## src/hw/pwel_pkg.sv

```systemverilog
package pwel_pkg;
	// Register byte offsets
	localparam logic [7:0] PWEL_CTRL1_OFS = 8'h00;
	localparam logic [7:0] PWEL_CTRL2_OFS = 8'h04;
	localparam logic [7:0] PWEL_STAT_OFS = 8'h08;
	localparam logic [7:0] PWEL_MASK_OFS = 8'h0C;
	localparam logic [7:0] PWEL_LEVEL_OFS = 8'h10;
	// power_control_reg_one fields
	localparam int PWEL_C1_EV1_MODE = 0;
	localparam int PWEL_C1_EV2_MODE = 2;
	localparam int PWEL_C1_EV1_ROUTE = 4;
	localparam int PWEL_C1_EV2_ROUTE = 6;
	localparam int PWEL_C1_OFF_LEVEL = 8;
	localparam int PWEL_C1_RING_EN = 9;
	localparam int PWEL_C1_PULSE_EN = 10;
	localparam int PWEL_C1_ON_CLR = 11;
	localparam int PWEL_C1_OFF_CLR = 12;
	// power_control_reg_two fields
	localparam int PWEL_C2_PULSE_SEL = 0;
	// Status and mask bit positions
	localparam int PWEL_ST_EV1 = 0;
	localparam int PWEL_ST_EV2 = 1;
	localparam int PWEL_ST_RING = 2;
	localparam int PWEL_ST_PULSE = 3;
	localparam int PWEL_ST_SW_ON = 4;
	localparam int PWEL_ST_SW_OFF = 5;
	localparam int PWEL_ST_W = 6;
	// Reset values
	localparam logic [31:0] PWEL_CTRL1_RST = 32'h0000_0000;
	localparam logic [31:0] PWEL_CTRL2_RST = 32'h0000_0000;
	localparam logic [31:0] PWEL_MASK_RST = 32'h0000_0000;
	// Event input sensitivity
	typedef enum logic [1:0] {
		PWEL_LOW = 2'b00,
		PWEL_HIGH = 2'b01,
		PWEL_RISE = 2'b10,
		PWEL_FALL = 2'b11
	} pwel_sense_type;
	// Event routing
	typedef enum logic [1:0] {
		PWEL_TO_NONE = 2'b00,
		PWEL_TO_OFF = 2'b01,
		PWEL_TO_SCI = 2'b10,
		PWEL_TO_ON = 2'b11
	} pwel_route_type;
	// Debounce timing
	localparam int PWEL_CLK_HZ = 25_000_000;
	localparam int PWEL_DEBOUNCE_MS = 16;
	localparam int PWEL_DEBOUNCE_CYC = PWEL_CLK_HZ / 1000 * PWEL_DEBOUNCE_MS;
	localparam int PWEL_DB_W = 20;
endpackage

```

## src/hw/pwel_debounce.sv

```systemverilog
`timescale 1ns/1ns
// Accepts a new switch level only after it held steady for debounce_cyc cycles
module pwel_debounce #(
	parameter int DEBOUNCE_CYC = pwel_pkg::PWEL_DEBOUNCE_CYC
) (
	input wire logic ref_clk_i,
	input wire logic rst_i,
	input wire logic raw_i,
	output logic stable_o,
	output logic rise_o,
	output logic fall_o
);
	import pwel_pkg::*;

	logic [PWEL_DB_W-1:0] cnt_reg;
	logic stable_reg;
	logic rise_reg;
	logic fall_reg;
	wire differ = raw_i != stable_reg;
	wire expired = cnt_reg >= PWEL_DB_W'(DEBOUNCE_CYC - 1);

	// Counter restarts on every bounce; short glitches never reach the output
	always_ff @(posedge ref_clk_i) begin
		if (rst_i) begin
			cnt_reg <= '0;
			stable_reg <= 1'b1;
			rise_reg <= 1'b0;
			fall_reg <= 1'b0;
		end else begin
			rise_reg <= differ && expired && raw_i;
			fall_reg <= differ && expired && !raw_i;
			if (!differ) begin
				cnt_reg <= '0;
			end else if (expired) begin
				cnt_reg <= '0;
				stable_reg <= raw_i;
			end else begin
				cnt_reg <= cnt_reg + 1'b1;
			end
		end
	end

	assign stable_o = stable_reg;
	assign rise_o = rise_reg;
	assign fall_o = fall_reg;

	AST_DB_HOLD: assert property (@(posedge ref_clk_i) disable iff (rst_i)
		$changed(stable_reg) |-> $past(raw_i, 1) == stable_reg && $past(differ, 2))
		else $error("Debounced level changed without a held input");
endmodule // pwel_debounce

```

## src/hw/pwel_core.sv

```systemverilog
// Added by the designer: the AHB-Lite register port and the placing of the registers.
`timescale 1ns/1ns
module pwel_core #(
	parameter int DEBOUNCE_CYC = pwel_pkg::PWEL_DEBOUNCE_CYC
) (
	input wire logic ref_clk_i,
	input wire logic rst_i,
	input wire logic [31:0] haddr_i,
	input wire logic [1:0] htrans_i,
	input wire logic hwrite_i,
	input wire logic [2:0] hsize_i,
	input wire logic [31:0] hwdata_i,
	input wire logic hsel_i,
	input wire logic hready_i,
	output logic [31:0] hrdata_o,
	output logic hreadyout_o,
	output logic hresp_o,
	input wire logic power_event_in1_i,
	input wire logic power_event_in2_i,
	input wire logic modem_call_line1_n_i,
	input wire logic modem_call_line2_n_i,
	input wire logic ring_pin_a_n_i,
	input wire logic ring_pin_b_n_i,
	input wire logic power_switch_n_i,
	output logic supply_on_output_n_o,
	output logic supply_on_output_oe_o,
	output logic power_off_req_n_o,
	output logic system_control_interrupt_o,
	output logic irq_o
);
	import pwel_pkg::*;

	// Registers
	logic [31:0] ctrl1_reg;
	logic [31:0] ctrl2_reg;
	logic [PWEL_ST_W-1:0] stat_reg;
	logic [PWEL_ST_W-1:0] mask_reg;
	logic [31:0] hrdata_reg;
	logic on_reg;
	logic off_reg;
	logic off_pulse_reg;
	logic [1:0] ev_prev_reg;
	logic [1:0] call_prev_reg;
	logic pulse_prev_reg;

	// AHB address phase capture
	logic wr_pend_reg;
	logic [7:0] addr_reg;
	wire ahb_go = hsel_i && hready_i && htrans_i[1];
	wire ahb_wr = ahb_go && hwrite_i;
	wire ahb_rd = ahb_go && !hwrite_i;
	wire [7:0] ahb_ofs = haddr_i[7:0];

	// Write strobes decoded in the data phase
	wire wr_c1 = wr_pend_reg && addr_reg == PWEL_CTRL1_OFS;
	wire wr_c2 = wr_pend_reg && addr_reg == PWEL_CTRL2_OFS;
	wire wr_st = wr_pend_reg && addr_reg == PWEL_STAT_OFS;
	wire wr_mk = wr_pend_reg && addr_reg == PWEL_MASK_OFS;

	// Debounced power switch
	logic sw_level;
	logic sw_rise;
	logic sw_fall;
	pwel_debounce #(
		.DEBOUNCE_CYC(DEBOUNCE_CYC)
	) u_debounce (
		.ref_clk_i(ref_clk_i),
		.rst_i(rst_i),
		.raw_i(power_switch_n_i),
		.stable_o(sw_level),
		.rise_o(sw_rise),
		.fall_o(sw_fall)
	);
	// Momentary switch pressed low: first press switches on, next switches off
	wire sw_on_ev = sw_fall && !on_reg;
	wire sw_off_ev = sw_fall && on_reg;

	// Power event sensing, one lane per input
	// Level senses re-flag every cycle the level stands, so a clear only sticks once it drops
	wire [1:0] ev_raw = {power_event_in2_i, power_event_in1_i};
	logic [1:0] ev_det;
	logic [1:0] ev_to_off;
	logic [1:0] ev_to_sci;
	logic [1:0] ev_to_on;
	genvar gi;
	generate
		for (gi = 0; gi < 2; gi++) begin : g_ev
			wire [1:0] sense = ctrl1_reg[PWEL_C1_EV1_MODE + 2*gi +: 2];
			wire [1:0] route = ctrl1_reg[PWEL_C1_EV1_ROUTE + 2*gi +: 2];
			assign ev_det[gi] = (sense == PWEL_LOW) ? !ev_raw[gi] :
				(sense == PWEL_HIGH) ? ev_raw[gi] :
				(sense == PWEL_RISE) ? ev_raw[gi] && !ev_prev_reg[gi] :
				!ev_raw[gi] && ev_prev_reg[gi];
			assign ev_to_off[gi] = ev_det[gi] && route == PWEL_TO_OFF;
			assign ev_to_sci[gi] = ev_det[gi] && route == PWEL_TO_SCI;
			assign ev_to_on[gi] = ev_det[gi] && route == PWEL_TO_ON;
		end
	endgenerate

	// Modem call line falling edges when ring wake is on
	wire [1:0] call_now = {modem_call_line2_n_i, modem_call_line1_n_i};
	wire call_fall = ctrl1_reg[PWEL_C1_RING_EN] && |(call_prev_reg & ~call_now);

	// Ring pulse from the selected pin; each low-going edge counts, so a train wakes too
	wire pulse_now = ctrl2_reg[PWEL_C2_PULSE_SEL] ? ring_pin_b_n_i : ring_pin_a_n_i;
	wire pulse_fall = ctrl1_reg[PWEL_C1_PULSE_EN] && pulse_prev_reg && !pulse_now;

	// Wake and off requests
	wire wake = sw_on_ev || call_fall || pulse_fall || |ev_to_on;
	wire off_ev = sw_off_ev || |ev_to_off;
	wire off_level = ctrl1_reg[PWEL_C1_OFF_LEVEL];
	wire on_clr = wr_c1 && hwdata_i[PWEL_C1_ON_CLR];
	wire off_clr = wr_c1 && hwdata_i[PWEL_C1_OFF_CLR];
	wire [PWEL_ST_W-1:0] st_set = {sw_off_ev, sw_on_ev, pulse_fall, call_fall, ev_det};

	// Input history for edge detection
	always_ff @(posedge ref_clk_i) begin
		if (rst_i) begin
			ev_prev_reg <= 2'b00;
			call_prev_reg <= 2'b11;
			pulse_prev_reg <= 1'b1;
		end else begin
			ev_prev_reg <= ev_raw;
			call_prev_reg <= call_now;
			pulse_prev_reg <= pulse_now;
		end
	end

	// Power-on latch: set wins over software clear
	always_ff @(posedge ref_clk_i) begin
		if (rst_i) begin
			on_reg <= 1'b0;
		end else if (wake) begin
			on_reg <= 1'b1;
		end else if (on_clr || sw_off_ev) begin
			on_reg <= 1'b0;
		end
	end

	// Power-off request, held level or a pulse that lasts as long as the off event
	always_ff @(posedge ref_clk_i) begin
		if (rst_i) begin
			off_reg <= 1'b0;
			off_pulse_reg <= 1'b0;
		end else begin
			off_pulse_reg <= off_ev;
			if (off_ev) begin
				off_reg <= 1'b1;
			end else if (off_clr || !off_level) begin
				off_reg <= 1'b0;
			end
		end
	end

	// Open-drain supply control: drive low only while power is requested
	assign supply_on_output_n_o = 1'b0;
	assign supply_on_output_oe_o = on_reg;
	assign power_off_req_n_o = !(off_level ? off_reg : off_pulse_reg);
	assign system_control_interrupt_o = |ev_to_sci;

	// Bus slave state and register writes
	always_ff @(posedge ref_clk_i) begin
		if (rst_i) begin
			wr_pend_reg <= 1'b0;
			addr_reg <= 8'h00;
			ctrl1_reg <= PWEL_CTRL1_RST;
			ctrl2_reg <= PWEL_CTRL2_RST;
			mask_reg <= PWEL_MASK_RST[PWEL_ST_W-1:0];
		end else begin
			wr_pend_reg <= ahb_wr;
			if (ahb_go) begin
				addr_reg <= ahb_ofs;
			end
			if (wr_c1) begin
				ctrl1_reg <= {19'h0_0000, 2'b00, hwdata_i[10:0]};
			end
			if (wr_c2) begin
				ctrl2_reg <= {31'h0000_0000, hwdata_i[PWEL_C2_PULSE_SEL]};
			end
			if (wr_mk) begin
				mask_reg <= hwdata_i[PWEL_ST_W-1:0];
			end
		end
	end

	// Sticky status: a new event beats a write-one clear in the same cycle
	always_ff @(posedge ref_clk_i) begin
		if (rst_i) begin
			stat_reg <= '0;
		end else begin
			stat_reg <= (stat_reg & ~(wr_st ? hwdata_i[PWEL_ST_W-1:0] : '0)) | st_set;
		end
	end

	// Read data captured in the address phase; unmapped offsets read zero
	// Status read this way is one cycle old, which software polling cannot notice
	wire [31:0] rd_mux = (ahb_ofs == PWEL_CTRL1_OFS) ? ctrl1_reg :
		(ahb_ofs == PWEL_CTRL2_OFS) ? ctrl2_reg :
		(ahb_ofs == PWEL_STAT_OFS) ? {26'h000_0000, stat_reg} :
		(ahb_ofs == PWEL_MASK_OFS) ? {26'h000_0000, mask_reg} :
		(ahb_ofs == PWEL_LEVEL_OFS) ? {29'h0000_0000, sw_level, off_reg, on_reg} :
		32'h0000_0000;
	always_ff @(posedge ref_clk_i) begin
		if (rst_i) begin
			hrdata_reg <= 32'h0000_0000;
		end else if (ahb_rd) begin
			hrdata_reg <= rd_mux;
		end
	end

	assign hrdata_o = hrdata_reg;
	assign hreadyout_o = 1'b1;
	assign hresp_o = 1'b0;
	assign irq_o = |(stat_reg & mask_reg);

	// Checks
	AST_RING_WAKE: assert property (@(posedge ref_clk_i) disable iff (rst_i)
		ctrl1_reg[PWEL_C1_RING_EN] && $fell(modem_call_line1_n_i) |=> on_reg)
		else $error("Modem call edge did not raise power-on");
	AST_PULSE_WAKE: assert property (@(posedge ref_clk_i) disable iff (rst_i)
		pulse_fall |=> supply_on_output_oe_o)
		else $error("Ring pulse did not raise power-on");
	AST_PULSE_SEL: assert property (@(posedge ref_clk_i) disable iff (rst_i)
		ctrl1_reg[PWEL_C1_PULSE_EN] && ctrl2_reg[PWEL_C2_PULSE_SEL] &&
		$past(ctrl2_reg[PWEL_C2_PULSE_SEL]) && $fell(ring_pin_b_n_i) |=> on_reg)
		else $error("Ring pulse on the selected pin did not raise power-on");
	AST_OFF_NOW: assert property (@(posedge ref_clk_i) disable iff (rst_i)
		sw_off_ev |=> !power_off_req_n_o)
		else $error("Switch-off did not request power-off next cycle");
	AST_OFF_PULSE: assert property (@(posedge ref_clk_i) disable iff (rst_i)
		!off_level && $past(!off_level) && !power_off_req_n_o && !$past(off_ev) |-> 1'b0)
		else $error("Pulse mode power-off request outlived its event");
	AST_OFF_HOLD: assert property (@(posedge ref_clk_i) disable iff (rst_i)
		off_level && !power_off_req_n_o && !off_clr ##1 off_level |-> !power_off_req_n_o)
		else $error("Level mode power-off request dropped");
	AST_EV_ROUTE_ON: assert property (@(posedge ref_clk_i) disable iff (rst_i)
		ev_to_on[0] |=> on_reg)
		else $error("Routed power event did not raise power-on");
	AST_EV_LOW: assert property (@(posedge ref_clk_i) disable iff (rst_i)
		g_ev[0].sense == PWEL_LOW && !power_event_in1_i |=> stat_reg[PWEL_ST_EV1])
		else $error("Low-sensed event not flagged");
	AST_WAKE_OR: assert property (@(posedge ref_clk_i) disable iff (rst_i)
		$rose(on_reg) |-> $past(wake))
		else $error("Power-on rose with no wake source");

	// Event sensing and routing
	AST_EV_HIGH: assert property (@(posedge ref_clk_i) disable iff (rst_i)
		g_ev[1].sense == PWEL_HIGH && power_event_in2_i |=> stat_reg[PWEL_ST_EV2])
		else $error("High-sensed event not flagged");
	AST_EV_RISE: assert property (@(posedge ref_clk_i) disable iff (rst_i)
		g_ev[1].sense == PWEL_RISE && $rose(power_event_in2_i) |=> stat_reg[PWEL_ST_EV2])
		else $error("Rising event not flagged");
	AST_EV_FALL: assert property (@(posedge ref_clk_i) disable iff (rst_i)
		g_ev[0].sense == PWEL_FALL && $fell(power_event_in1_i) |=> stat_reg[PWEL_ST_EV1])
		else $error("Falling event not flagged");
	AST_SCI_ROUTE: assert property (@(posedge ref_clk_i) disable iff (rst_i)
		ev_det[0] && g_ev[0].route == PWEL_TO_SCI |-> system_control_interrupt_o)
		else $error("Event routed to control interrupt not signalled");
	AST_EV_ROUTE_OFF: assert property (@(posedge ref_clk_i) disable iff (rst_i)
		ev_to_off[1] |=> !power_off_req_n_o)
		else $error("Event routed to power-off did not request it");

	// Power-on and power-off outputs
	AST_SW_OFF_CLR: assert property (@(posedge ref_clk_i) disable iff (rst_i)
		sw_off_ev && !wake |=> !on_reg)
		else $error("Switch-off left power-on asserted");
	AST_OFF_LEVEL_CLR: assert property (@(posedge ref_clk_i) disable iff (rst_i)
		off_level && off_clr && !off_ev |=> power_off_req_n_o)
		else $error("Held power-off request survived its clear");
	AST_ON_HOLD: assert property (@(posedge ref_clk_i) disable iff (rst_i)
		on_reg && !on_clr && !sw_off_ev |=> on_reg)
		else $error("Power-on dropped without a clear");

	// Ring inputs
	AST_RING_WAKE2: assert property (@(posedge ref_clk_i) disable iff (rst_i)
		ctrl1_reg[PWEL_C1_RING_EN] && $fell(modem_call_line2_n_i) |=> on_reg)
		else $error("Second modem call edge did not raise power-on");
	AST_PIN_A: assert property (@(posedge ref_clk_i) disable iff (rst_i)
		ctrl1_reg[PWEL_C1_PULSE_EN] && !ctrl2_reg[PWEL_C2_PULSE_SEL] &&
		!$past(ctrl2_reg[PWEL_C2_PULSE_SEL]) && $fell(ring_pin_a_n_i) |=> on_reg)
		else $error("Ring pulse on the first pin did not raise power-on");

	// Switch and status
	AST_SW_FALL: assert property (@(posedge ref_clk_i) disable iff (rst_i)
		sw_fall |-> !sw_level)
		else $error("Switch press edge without a low level");
	AST_SW_RISE: assert property (@(posedge ref_clk_i) disable iff (rst_i)
		sw_rise |-> sw_level)
		else $error("Switch release edge without a high level");
	AST_SW_WAKE: assert property (@(posedge ref_clk_i) disable iff (rst_i)
		sw_on_ev |=> on_reg)
		else $error("Switch-on did not raise power-on");
	AST_STAT_STICKY: assert property (@(posedge ref_clk_i) disable iff (rst_i)
		stat_reg[PWEL_ST_SW_OFF] && !(wr_st && hwdata_i[PWEL_ST_SW_OFF]) |=>
		stat_reg[PWEL_ST_SW_OFF])
		else $error("Status bit dropped without a write-one clear");
endmodule // pwel_core

```

## config.mk

```make
export PLATFORM = sky130hd
export DESIGN_NAME = pwel_core
export DESIGN_NICKNAME = d
export VERILOG_FILES = /design/src/hw/pwel_pkg.sv /design/src/hw/pwel_debounce.sv /design/src/hw/pwel_core.sv
export SDC_FILE = /design/constraint.sdc
export NUM_CORES = 1
export LEC_CHECK = 0
export BUFFER_PORTS_ARGS = -buffer_cell sky130_fd_sc_hd__buf_4
export CORE_MARGIN = 3
export CORE_UTILIZATION = 45
export CTS_BUF_LIST = sky130_fd_sc_hd__clkbuf_2 sky130_fd_sc_hd__clkbuf_4 sky130_fd_sc_hd__clkbuf_8
export DETAILED_ROUTE_END_ITERATION = 6
export HOLD_SLACK_MARGIN = 0.12
export PLACE_DENSITY = 0.71
export SLEW_MARGIN = 20
export SYNTH_ARGS = -nofsm -noshare
export SYNTH_HDL_FRONTEND = slang
export SYNTH_SLANG_ARGS = --single-unit
```

## constraint.sdc

```tcl
create_clock -name ref_clk_i -period 1.9 [get_ports ref_clk_i]
set_input_delay 0.38 -clock ref_clk_i [delete_from_list [all_inputs] [get_ports ref_clk_i]]
set_output_delay 0.38 -clock ref_clk_i [all_outputs]
set_load 0.01 [all_outputs]
```

Yosys cells after proc, flatten, opt, wreduce, memory -nomap -nowiden
Index checks and enable logic that the tools add are counted.
{ "word_totals": {"input_bits": 81, "out_inout_bits": 39, "elab_cells": 117, "regBits": 95} }
{ "classes": {"n_reduce_logical": 56, "add_sub_neg": 1, "bitwise_logic": 7, "mux": 18, "order_cmp": 1, "n_eq_ne": 18} }
{ "op_table": {"columns": ["cell", "count"], "rows": [
  ["== test 8 x 4 -> 1 bit, second input constant", 4],
  ["logical AND 1 bit", 27],
  ["2-to-1 mux 6 bit", 4],
  ["adder 20 x 1 -> 20 bit, second input constant", 1],
  [">= comparator 20 x 19 -> 1 bit, second input constant", 1],
  ["== test 8 x 3 -> 1 bit, second input constant", 2],
  ["zero test 8 bit", 2],
  ["AND 6 bit", 2],
  ["== test 2 bit, second input constant", 6],
  ["2-to-1 mux 1 bit", 12],
  ["2-to-1 mux 11 bit", 1],
  ["zero test 1 bit", 10],
  ["== test 2 x 1 -> 1 bit, second input constant", 4],
  ["== test 8 x 5 -> 1 bit, second input constant", 1],
  ["OR reduction 2 bit", 4],
  ["logical OR 1 bit", 6],
  ["NOT 6 bit", 1],
  ["OR 6 bit", 1],
  ["OR reduction 6 bit", 1],
  ["zero test 2 bit", 2],
  ["nonzero test 2 bit", 2],
  ["2-to-1 mux 3 bit", 1],
  ["OR reduction 3 bit", 1],
  ["AND 2 bit", 1],
  ["4 further kinds", 4]
]} }

Logic depth before layout (Yosys ltp)
Gate-level depths: netlist (run 1).
{ "depth": {"ltp_word": 9, "ltp_mapped": 6, "mapped_depth_nobuf": 5} }

Modules after synthesis
Synthesis (run 1) repeated with hierarchy kept, for this count alone.
{ "unflattened": {"cells_unflattened": 404, "hier_area_um2": 3623.5} }
{ "modules_own_cells": {"columns": ["module", "instances", "cells_per_inst", "area_each_um2", "seq_area_each_um2"], "rows": [
  ["pwel_core", 1, 287, 2592.5, 1041.0],
  ["pwel_debounce", 1, 117, 1031.0, 460.4]
]} }

Least setup slack after synthesis (run 1)
OpenSTA, ideal clock, no wires.
{ "synth_timing": {"path_kind": "input port to flip-flop", "startpoint": "input port haddr_i[0]", "endpoint": "register hrdata_reg[1], in the netlist hrdata_o[1]", "slack_ns": 0.168, "required_time_ns": 1.809, "stages": 4, "n_path_buf": 0, "t_arrival_ns": 1.641, "setup_ns": 0.091, "path_cell_list": "or4_1 -> nor3_1 -> nand3_1 -> a311oi_1"} }
{ "synth_via": {"elab_chain_len": 6, "word_cells_on_any_way": 10, "classes_between": "eq/ne: 4; mux: 5; reduce/logical: 1"} }
{ "synth_lines": {"columns": ["item", "line", "source"], "rows": [
  ["start, declared", "pwel_core.sv:8", "input wire logic [31:0] haddr_i,"],
  ["== test 8 x 5 -> 1 bit", "pwel_core.sv:201", "(ahb_ofs == PWEL_LEVEL_OFS) ? {29'h0000_0000, sw_level, off_reg, on_reg} :"],
  ["2-to-1 mux 3 bit", "pwel_core.sv:201", null],
  ["2-to-1 mux 6 bit", "pwel_core.sv:200", "(ahb_ofs == PWEL_MASK_OFS) ? {26'h000_0000, mask_reg} :"],
  ["2-to-1 mux 6 bit", "pwel_core.sv:199", "(ahb_ofs == PWEL_STAT_OFS) ? {26'h000_0000, stat_reg} :"],
  ["2-to-1 mux 6 bit", "pwel_core.sv:198", "(ahb_ofs == PWEL_CTRL2_OFS) ? ctrl2_reg :"],
  ["2-to-1 mux 11 bit (*)", "pwel_core.sv:197", "wire [31:0] rd_mux = (ahb_ofs == PWEL_CTRL1_OFS) ? ctrl1_reg :"],
  ["end signal, assigned", "pwel_core.sv:207", "hrdata_reg <= rd_mux;"],
  ["end, declared", "pwel_core.sv:38", "logic [31:0] hrdata_reg;"]
]} }
Mark *: on every way between the ends. The rest lies on a longest branch, timed or not.
A chain may end at the register's enable or synchronous reset.

Worst setup path in the final report (run 1)
{ "layout_timing": {"startpoint": "register ctrl1_reg[3]", "endpoint": "output port system_control_interrupt_o"} }
{ "layout_via": {"elab_chain_len": 6, "word_cells_on_any_way": 8, "classes_between": "eq/ne: 2; mux: 3; reduce/logical: 3"} }
{ "layout_lines": {"columns": ["item", "line", "source"], "rows": [
  ["start, declared", "pwel_core.sv:34", "logic [31:0] ctrl1_reg;"],
  ["start signal, assigned", "pwel_core.sv:175", "ctrl1_reg <= {19'h0_0000, 2'b00, hwdata_i[10:0]};"],
  ["== test 2 bit", "pwel_core.sv:92", "(sense == PWEL_RISE) ? ev_raw[gi] && !ev_prev_reg[gi] :"],
  ["2-to-1 mux 1 bit", "pwel_core.sv:92", null],
  ["2-to-1 mux 1 bit", "pwel_core.sv:91", "(sense == PWEL_HIGH) ? ev_raw[gi] :"],
  ["2-to-1 mux 1 bit (*)", "pwel_core.sv:90", "assign ev_det[gi] = (sense == PWEL_LOW) ? !ev_raw[gi] :"],
  ["logical AND 1 bit (*)", "pwel_core.sv:95", "assign ev_to_sci[gi] = ev_det[gi] && route == PWEL_TO_SCI;"],
  ["OR reduction 2 bit (*)", "pwel_core.sv:159", "assign system_control_interrupt_o = |ev_to_sci;"],
  ["end, declared", "pwel_core.sv:28", "output logic system_control_interrupt_o,"]
]} }
Marks and branches as above.

==> impl_metrics.toml, run 1 <==
[floorplanning]
die_height_um = 93.7
design.die.area_um2 = 8790
core_um2 = 7370
initial_core_util_pct = 47.0
num_rows = 31
die_w_um = 93.7
top_level_ports = 120

[route]
vias = 2934
drt_pass1_iterations = 4
drtAntennaViolNets = 0
first_iter_violations = 116
wl_mm = 7.69
wl_met2_mm = 3.56
drc = 0
vias_per_cell = 5.20
top_layer_used = "met4"
drt-met1-wl_mm = 3.67
routedWlPerCell_um = 13.6
wl_met3_um = 396

[worst_setup_path]
slowest_delay_ns = 0.35
crit_path_start_kind = "flop"
path_buf_inv = 1
r2r-start = "u_debounce.cnt_reg[13]"
cp_top_family = "compound AO/OA/AOI/OAI gates"
worstSetupPathType = "reg2out"
r2r_cells = 5
crit_chain = "o21ba_2, a32oi_2, nand2_1, o21ai_2, buf_4"
r2r_slack_ns = 0.14
endpoint_kind = "output port"
crit_required_ns = 1.52
path_max_fanout = 6
crit_arrival_ns = 1.45
r2r-end = "u_debounce.cnt_reg[16]"
slowest_stage = "dfxtp_2"

[pwr]
p_switching_mw = 0.711
p_seq_share_pct = 49.2
p_total_mw = 3.24
p_comb_share_pct = 7.6
irDropWorstVdd_v = 0.000469
clockPowerShare_pct = 43.2
switching_share_pct = 21.9
power_density_nw_per_um2 = 773
leakagePower_nw = 1.63
intPower_mw = 2.53

[yosys]
ys_top_cells_by_area = "dfxtp_1, mux2i_1, nor2_1"
synthesis.area_um2 = 3460
seq_area_frac_synth_pct = 42.8
yosysTopAreaCellShare_pct = 42.8
ys_ff_latch = 74
synth_flop_cell = "dfxtp_1"
synth_edf_count = 0
yosysTopAreaCell = "dfxtp_1"
syn-instance-count = 401
yosysUniqueCellTypes = 51
yosys_warnings = 0
async_reset_ff_share_pct = 0
synth_area_per_cell_um2 = 8.64

[layout]
largest_reg_flops = 20
n_fill_cell = 690
postLayoutCoreUtil_pct = 56.9
nNetsFinal = 542
multiInputGateArea_um2 = 1780
register_area_um2 = 1490
drive_above_1_share_pct = 20.9
antennaDiodeCount = 0
syn2layout_area_growth_pct = 21.1
stdcell_area_um2 = 4200

[clock_tree]
cts_sinks = 74
cts_tree = "done"
clockBufferDepth = 2
cts_hold_buf = 0
cts_buffers = 9
cts_root_buf = "clkbuf_8"
clock_latency_ns = 0.33
ctsHtreeMaxLevel = 3
cts.clk_slew.worst_paths_ns = 0.08

[timing]
period_minus_slack_ns = 1.83
setup_violations = 0
fmax_ghz = 0.546
grt_setup_unrepaired = "true"
fin_crit_sh_pct = 96.5
slew_headroom_pct = 66.3
tightest_slew_ns = 0.504
fin_skew_ns = 0.00712
final_hold_viol_count = 0
fin_tns_setup_ns = 0
drv_slew = 0

[placement]
place_area_um2 = 3910
gp_congestion = 0.797
dp_hpwl_mm = 5.63
numPortBuffers = 48

[global_route]
grt_pass1_vias = 2713
antenna_found_initial = 0
grt_pass1_wl_mm = 12.7
grt_max_degree = 35
overflow = 0
grt_usage_pct = 18.0

[job]
maxCapViolations = 0

[min_path]
hp-class = "in2reg"
holdPathEnd = "call_prev_reg[1]"
hold_start = "modem_call_line2_n_i"
hold_depth = 2

[run_status]
status = "finished, final reports clean"
cell usage in the layout (no fill, tap or decap), types with 10 or more instances in the layout:
cell / n
a21oi_1: 25
buf_4: 61
clkbuf_8: 12
conb_1: 25
dfxtp_1: 71
inv_1: 18
mux2i_1: 26
nand2_1: 31
nand3_1: 23
nor2_1: 54
o21ai_0: 10
xnor2_1: 10
synthesized netlist by cell type (all sizes together), types with 3 or more instances:
| cell | instances |
|---|---|
| buf | 28 |
| clkbuf | 10 |
| mux2i | 26 |
| nor3b | 3 |
| nand2 | 31 |
| nand3 | 23 |
| inv | 18 |
| nand4 | 5 |
| nand2b | 4 |
| dfxtp | 74 |
| o21ai | 11 |
| nor4 | 5 |
| xor2 | 3 |
| nor3 | 6 |
| nor2 | 54 |
| nor2b | 4 |
| nand3b | 8 |
| and3 | 5 |
| xnor2 | 10 |
| a22oi | 8 |
| or4 | 4 |
| or2 | 3 |
| a21oi | 25 |
repair_timing:
action | 4_1_cts | 5_1_grt
cloned | 0 | 0
gates resized for setup | 4 | 3
buffers inserted | 0 | 2
pin swaps | 1 | 2
endpoints found under the setup margin | 1 | 12
power by group through the flow:
stage / Sequential (mW) / Clock (mW) / Combinational [mW]
detailed placement: 1.63 / 0 / 0.235
finish: 1.60 / 1.40 / 0.246
floorplan: 1.63 / 0 / 0.167
CTS: 1.60 / 1.43 / 0.237
global placement: 1.63 / 0 / 0.230
global route: 1.60 / 1.50 / 0.271
metrics by stage:
step	setup WS, ns	hold WS [ns]	instances
final	0.0673	0.246	564
after global routing	-0.0436	0.237	564
after CTS	0.0158	0.237	562
after detailed placement	0.0373	0.448	546
after global placement	0.0549	0.443	546
after floorplan	0.168	0.430	424
worst reg2reg max path: stages, from the launching register on:
cell,delay [ns]
dfxtp_1,0.36
or4_1,0.55
o211ai_2,0.28
o2111ai_4,0.18
buf_4,0.20
a21oi_1,0.11
routing by layer:
metal | up-vias | track usage, %
met1 | 1368 | 25.4
met3 | 7 | 2.72
met5 | - | 0
met2 | 90 | 28.1
li1 | 1469 | -
met4 | 0 | 5.66
cell families after synthesis:
kind of cell / after synthesis / share of synthesized area, %
simple gates: 160 / 23.3
fa+ha+maj: 1 / 0.361
flops: 74 / 42.8
mux: 26 / 7.51
buf+inv: 56 / 8.81
xor+xnor: 13 / 3.29
other cells: 2 / 0.217
compound gates: 69 / 13.8
worst max-delay path by stage:
stage / startpoint / to / slack [ns] / cells after the start
CTS: ctrl1_reg[1] / system_control_interrupt_o / 0.02 / 5
detailed placement: haddr_i[0] / hrdata_o[1] / 0.04 / 6
floorplan: haddr_i[0] / hrdata_o[1] / 0.17 / 4
global route: ctrl1_reg[3] / system_control_interrupt_o / -0.04 / 5
finish: ctrl1_reg[3] / system_control_interrupt_o / 0.07 / 5
global placement: haddr_i[0] / hrdata_o[2] / 0.05 / 6
layout make-up:
type	count	share of cell area, %
Multi-Input combinational cell	294	42.5
Sequential cell	74	35.4
Timing Repair Buffer	63	11.9
Clock buffer	12	3.94
Tap cell	99	2.95
Clock inverter	4	1.73
Inverter	18	1.61
Power figures use the tool's default switching activity.
==> run 2, diff against run 1 <==
--- a/config.mk
+++ b/config.mk
@@ -12,6 +12,7 @@
 export DETAILED_ROUTE_END_ITERATION = 6
 export HOLD_SLACK_MARGIN = 0.12
 export PLACE_DENSITY = 0.71
+export RECOVER_POWER = 100
 export SLEW_MARGIN = 20
 export SYNTH_ARGS = -nofsm -noshare
 export SYNTH_HDL_FRONTEND = slang
==> impl_metrics.toml, run 2 (synthesis gave the netlist of run 1 again) <==
[floorplanning]
initial_core_util_pct = 47.0
num_rows = 31
core_um2 = 7370
design.die.area_um2 = 8790
die_w_um = 93.7
die_height_um = 93.7
top_level_ports = 120

[global_route]
grt_pass1_wl_mm = 12.7
grt_pass1_vias = 2713
grt_max_degree = 35
grt_util_met1_pct = 25.4
overflow = 0
grt_usage_pct = 18.0
grtUsageMet2_pct = 28.1
grt.met3_usage_pct = 2.72
busiest_layer = "met2"
antenna_found_initial = 0

[clock_tree]
clock_latency_ns = 0.33
cts_sinks = 74
cts_buffers = 9
cts_hold_buf = 0
clockBufferDepth = 2
cts_tree = "done"
ctsHtreeMaxLevel = 3
cts.clk_slew.worst_paths_ns = 0.08
cts_root_buf = "clkbuf_8"

[pwr]
leakagePower_nw = 1.54
p_total_mw = 3.24
power_density_nw_per_um2 = 789
irDropWorstVdd_v = 0.000469

[timing]
fin_ws_ns = 0.00820
slew_headroom_pct = 29.4
tightest_slew_ns = 1.06
setup_violations = 0
fin_skew_ns = 0.00773
grt_setup_unrepaired = "true"
final_hold_viol_count = 0
period_minus_slack_ns = 1.89
fmax_ghz = 0.529
fin_crit_sh_pct = 99.6
drv_slew = 0

[worst_setup_path]
path_buf_inv = 1
slowest_delay_ns = 0.54
cp_top_family = "compound AO/OA/AOI/OAI gates"
r2r_slack_ns = 0.008
crit_arrival_ns = 2.15
path_max_fanout = 6
endpoint_kind = "flop"
r2r_cells = 5
worstSetupPathType = "reg2reg"
r2r-start = "u_debounce.cnt_reg[13]"
crit_required_ns = 2.16
r2r-end = "u_debounce.cnt_reg[16]"
crit_chain = "or4_1, o211ai_1, o2111ai_4, buf_4, a21oi_1"
slowest_stage = "or4_1"
crit_path_start_kind = "flop"

[placement]
dp_hpwl_mm = 5.63
dpl_worst_slack_ns = 0.0373
gp_congestion = 0.797
numPortBuffers = 48

[route]
drc = 0
drt_pass1_iterations = 4
drtAntennaViolNets = 0
vias = 2957
wl_mm = 7.72
vias_per_cell = 5.24
routedWlPerCell_um = 13.7
first_iter_violations = 149

[min_path]
hold_start = "modem_call_line1_n_i"
hold_depth = 2
hp-class = "in2reg"
holdPathEnd = "call_prev_reg[0]"

[run_status]
status = "finished, final reports clean"

[layout]
largest_reg_flops = 20
register_area_um2 = 1490
nNetsFinal = 542
n_fill_cell = 703
syn2layout_area_growth_pct = 18.7
layout_common_cells = "dfxtp_1, nor2_1, buf_4"
drive_above_1_share_pct = 17.0
antennaDiodeCount = 0
layout_commonest_cell = "dfxtp_1"
multiInputGateArea_um2 = 1780

[job]
maxCapViolations = 0
[run 2: changes by cell type in the layout (fill, tap and decap cells not counted)]
| cell | previous run | this run |
|---|---|---|
| buf_12 | 2 | 1 |
| buf_4 | 61 | 43 |
| clkbuf_1 | 0 | 17 |
| clkbuf_2 | 0 | 1 |
| clkbuf_4 | 0 | 1 |
| o211ai_1 | 1 | 2 |
| o211ai_2 | 1 | 0 |
[run 2: cell type report]
class	instances	share of cell area, %
multi-input cells	294	43.2
flip-flops and latches	74	36.1
repair buffers	63	10.2
clock buffers	12	4.02
well taps	99	3.01
clock inverters	4	1.77
inverters	18	1.64
[run 2: layer usage]
layer	vias to the layer above	share of wire, %	routed length (µm)
met5	-	0	0
met4	0	1.1	82
met1	1390	47	3590
met3	9	5.6	435
li1	1469	-	-
met2	89	47	3610
[run 2: worst max path at each step]
stage | startpoint | to | slack (ns) | cells after the start
global placement | haddr_i[0] | hrdata_o[2] | 0.05 | 6
floorplan | haddr_i[0] | hrdata_o[1] | 0.17 | 4
CTS | ctrl1_reg[1] | system_control_interrupt_o | 0.02 | 5
global route | u_debounce.cnt_reg[13] | u_debounce.cnt_reg[14] | -0.05 | 5
detailed placement | haddr_i[0] | hrdata_o[1] | 0.04 | 6
finish | u_debounce.cnt_reg[13] | u_debounce.cnt_reg[16] | 0.008 | 5
[run 2: report_power, final]
group	switching (mW)	total (mW)	internal, mW
Combinational	0.135	0.241	0.106
Sequential	0.0197	1.60	1.58
Clock	0.559	1.40	0.845
Total	0.714	3.24	2.53
[run 2: metrics by stage]
stage / cell area, µm² / utilization, % / hold WS [ns] / setup TNS, ns / cells
after floorplan: 3550 / - / 0.430 / 0 / 424
after global placement: 3910 / 53.0 / 0.443 / 0 / 546
after detailed placement: 3910 / 53.0 / 0.448 / 0 / 546
after CTS: 4160 / 56.4 / 0.237 / 0 / 562
after global routing: 4110 / 55.8 / 0.237 / -0.274 / 564
final: 4110 / 55.8 / 0.244 / 0 / 564
[run 2: what timing repair did]
item | in CTS | in global routing
endpoints found under the setup margin | 1 | 12
resized for setup | 4 | 3
buffers inserted | 0 | 2
pin swaps | 1 | 2
endpoints found under the hold margin | 0 | 0
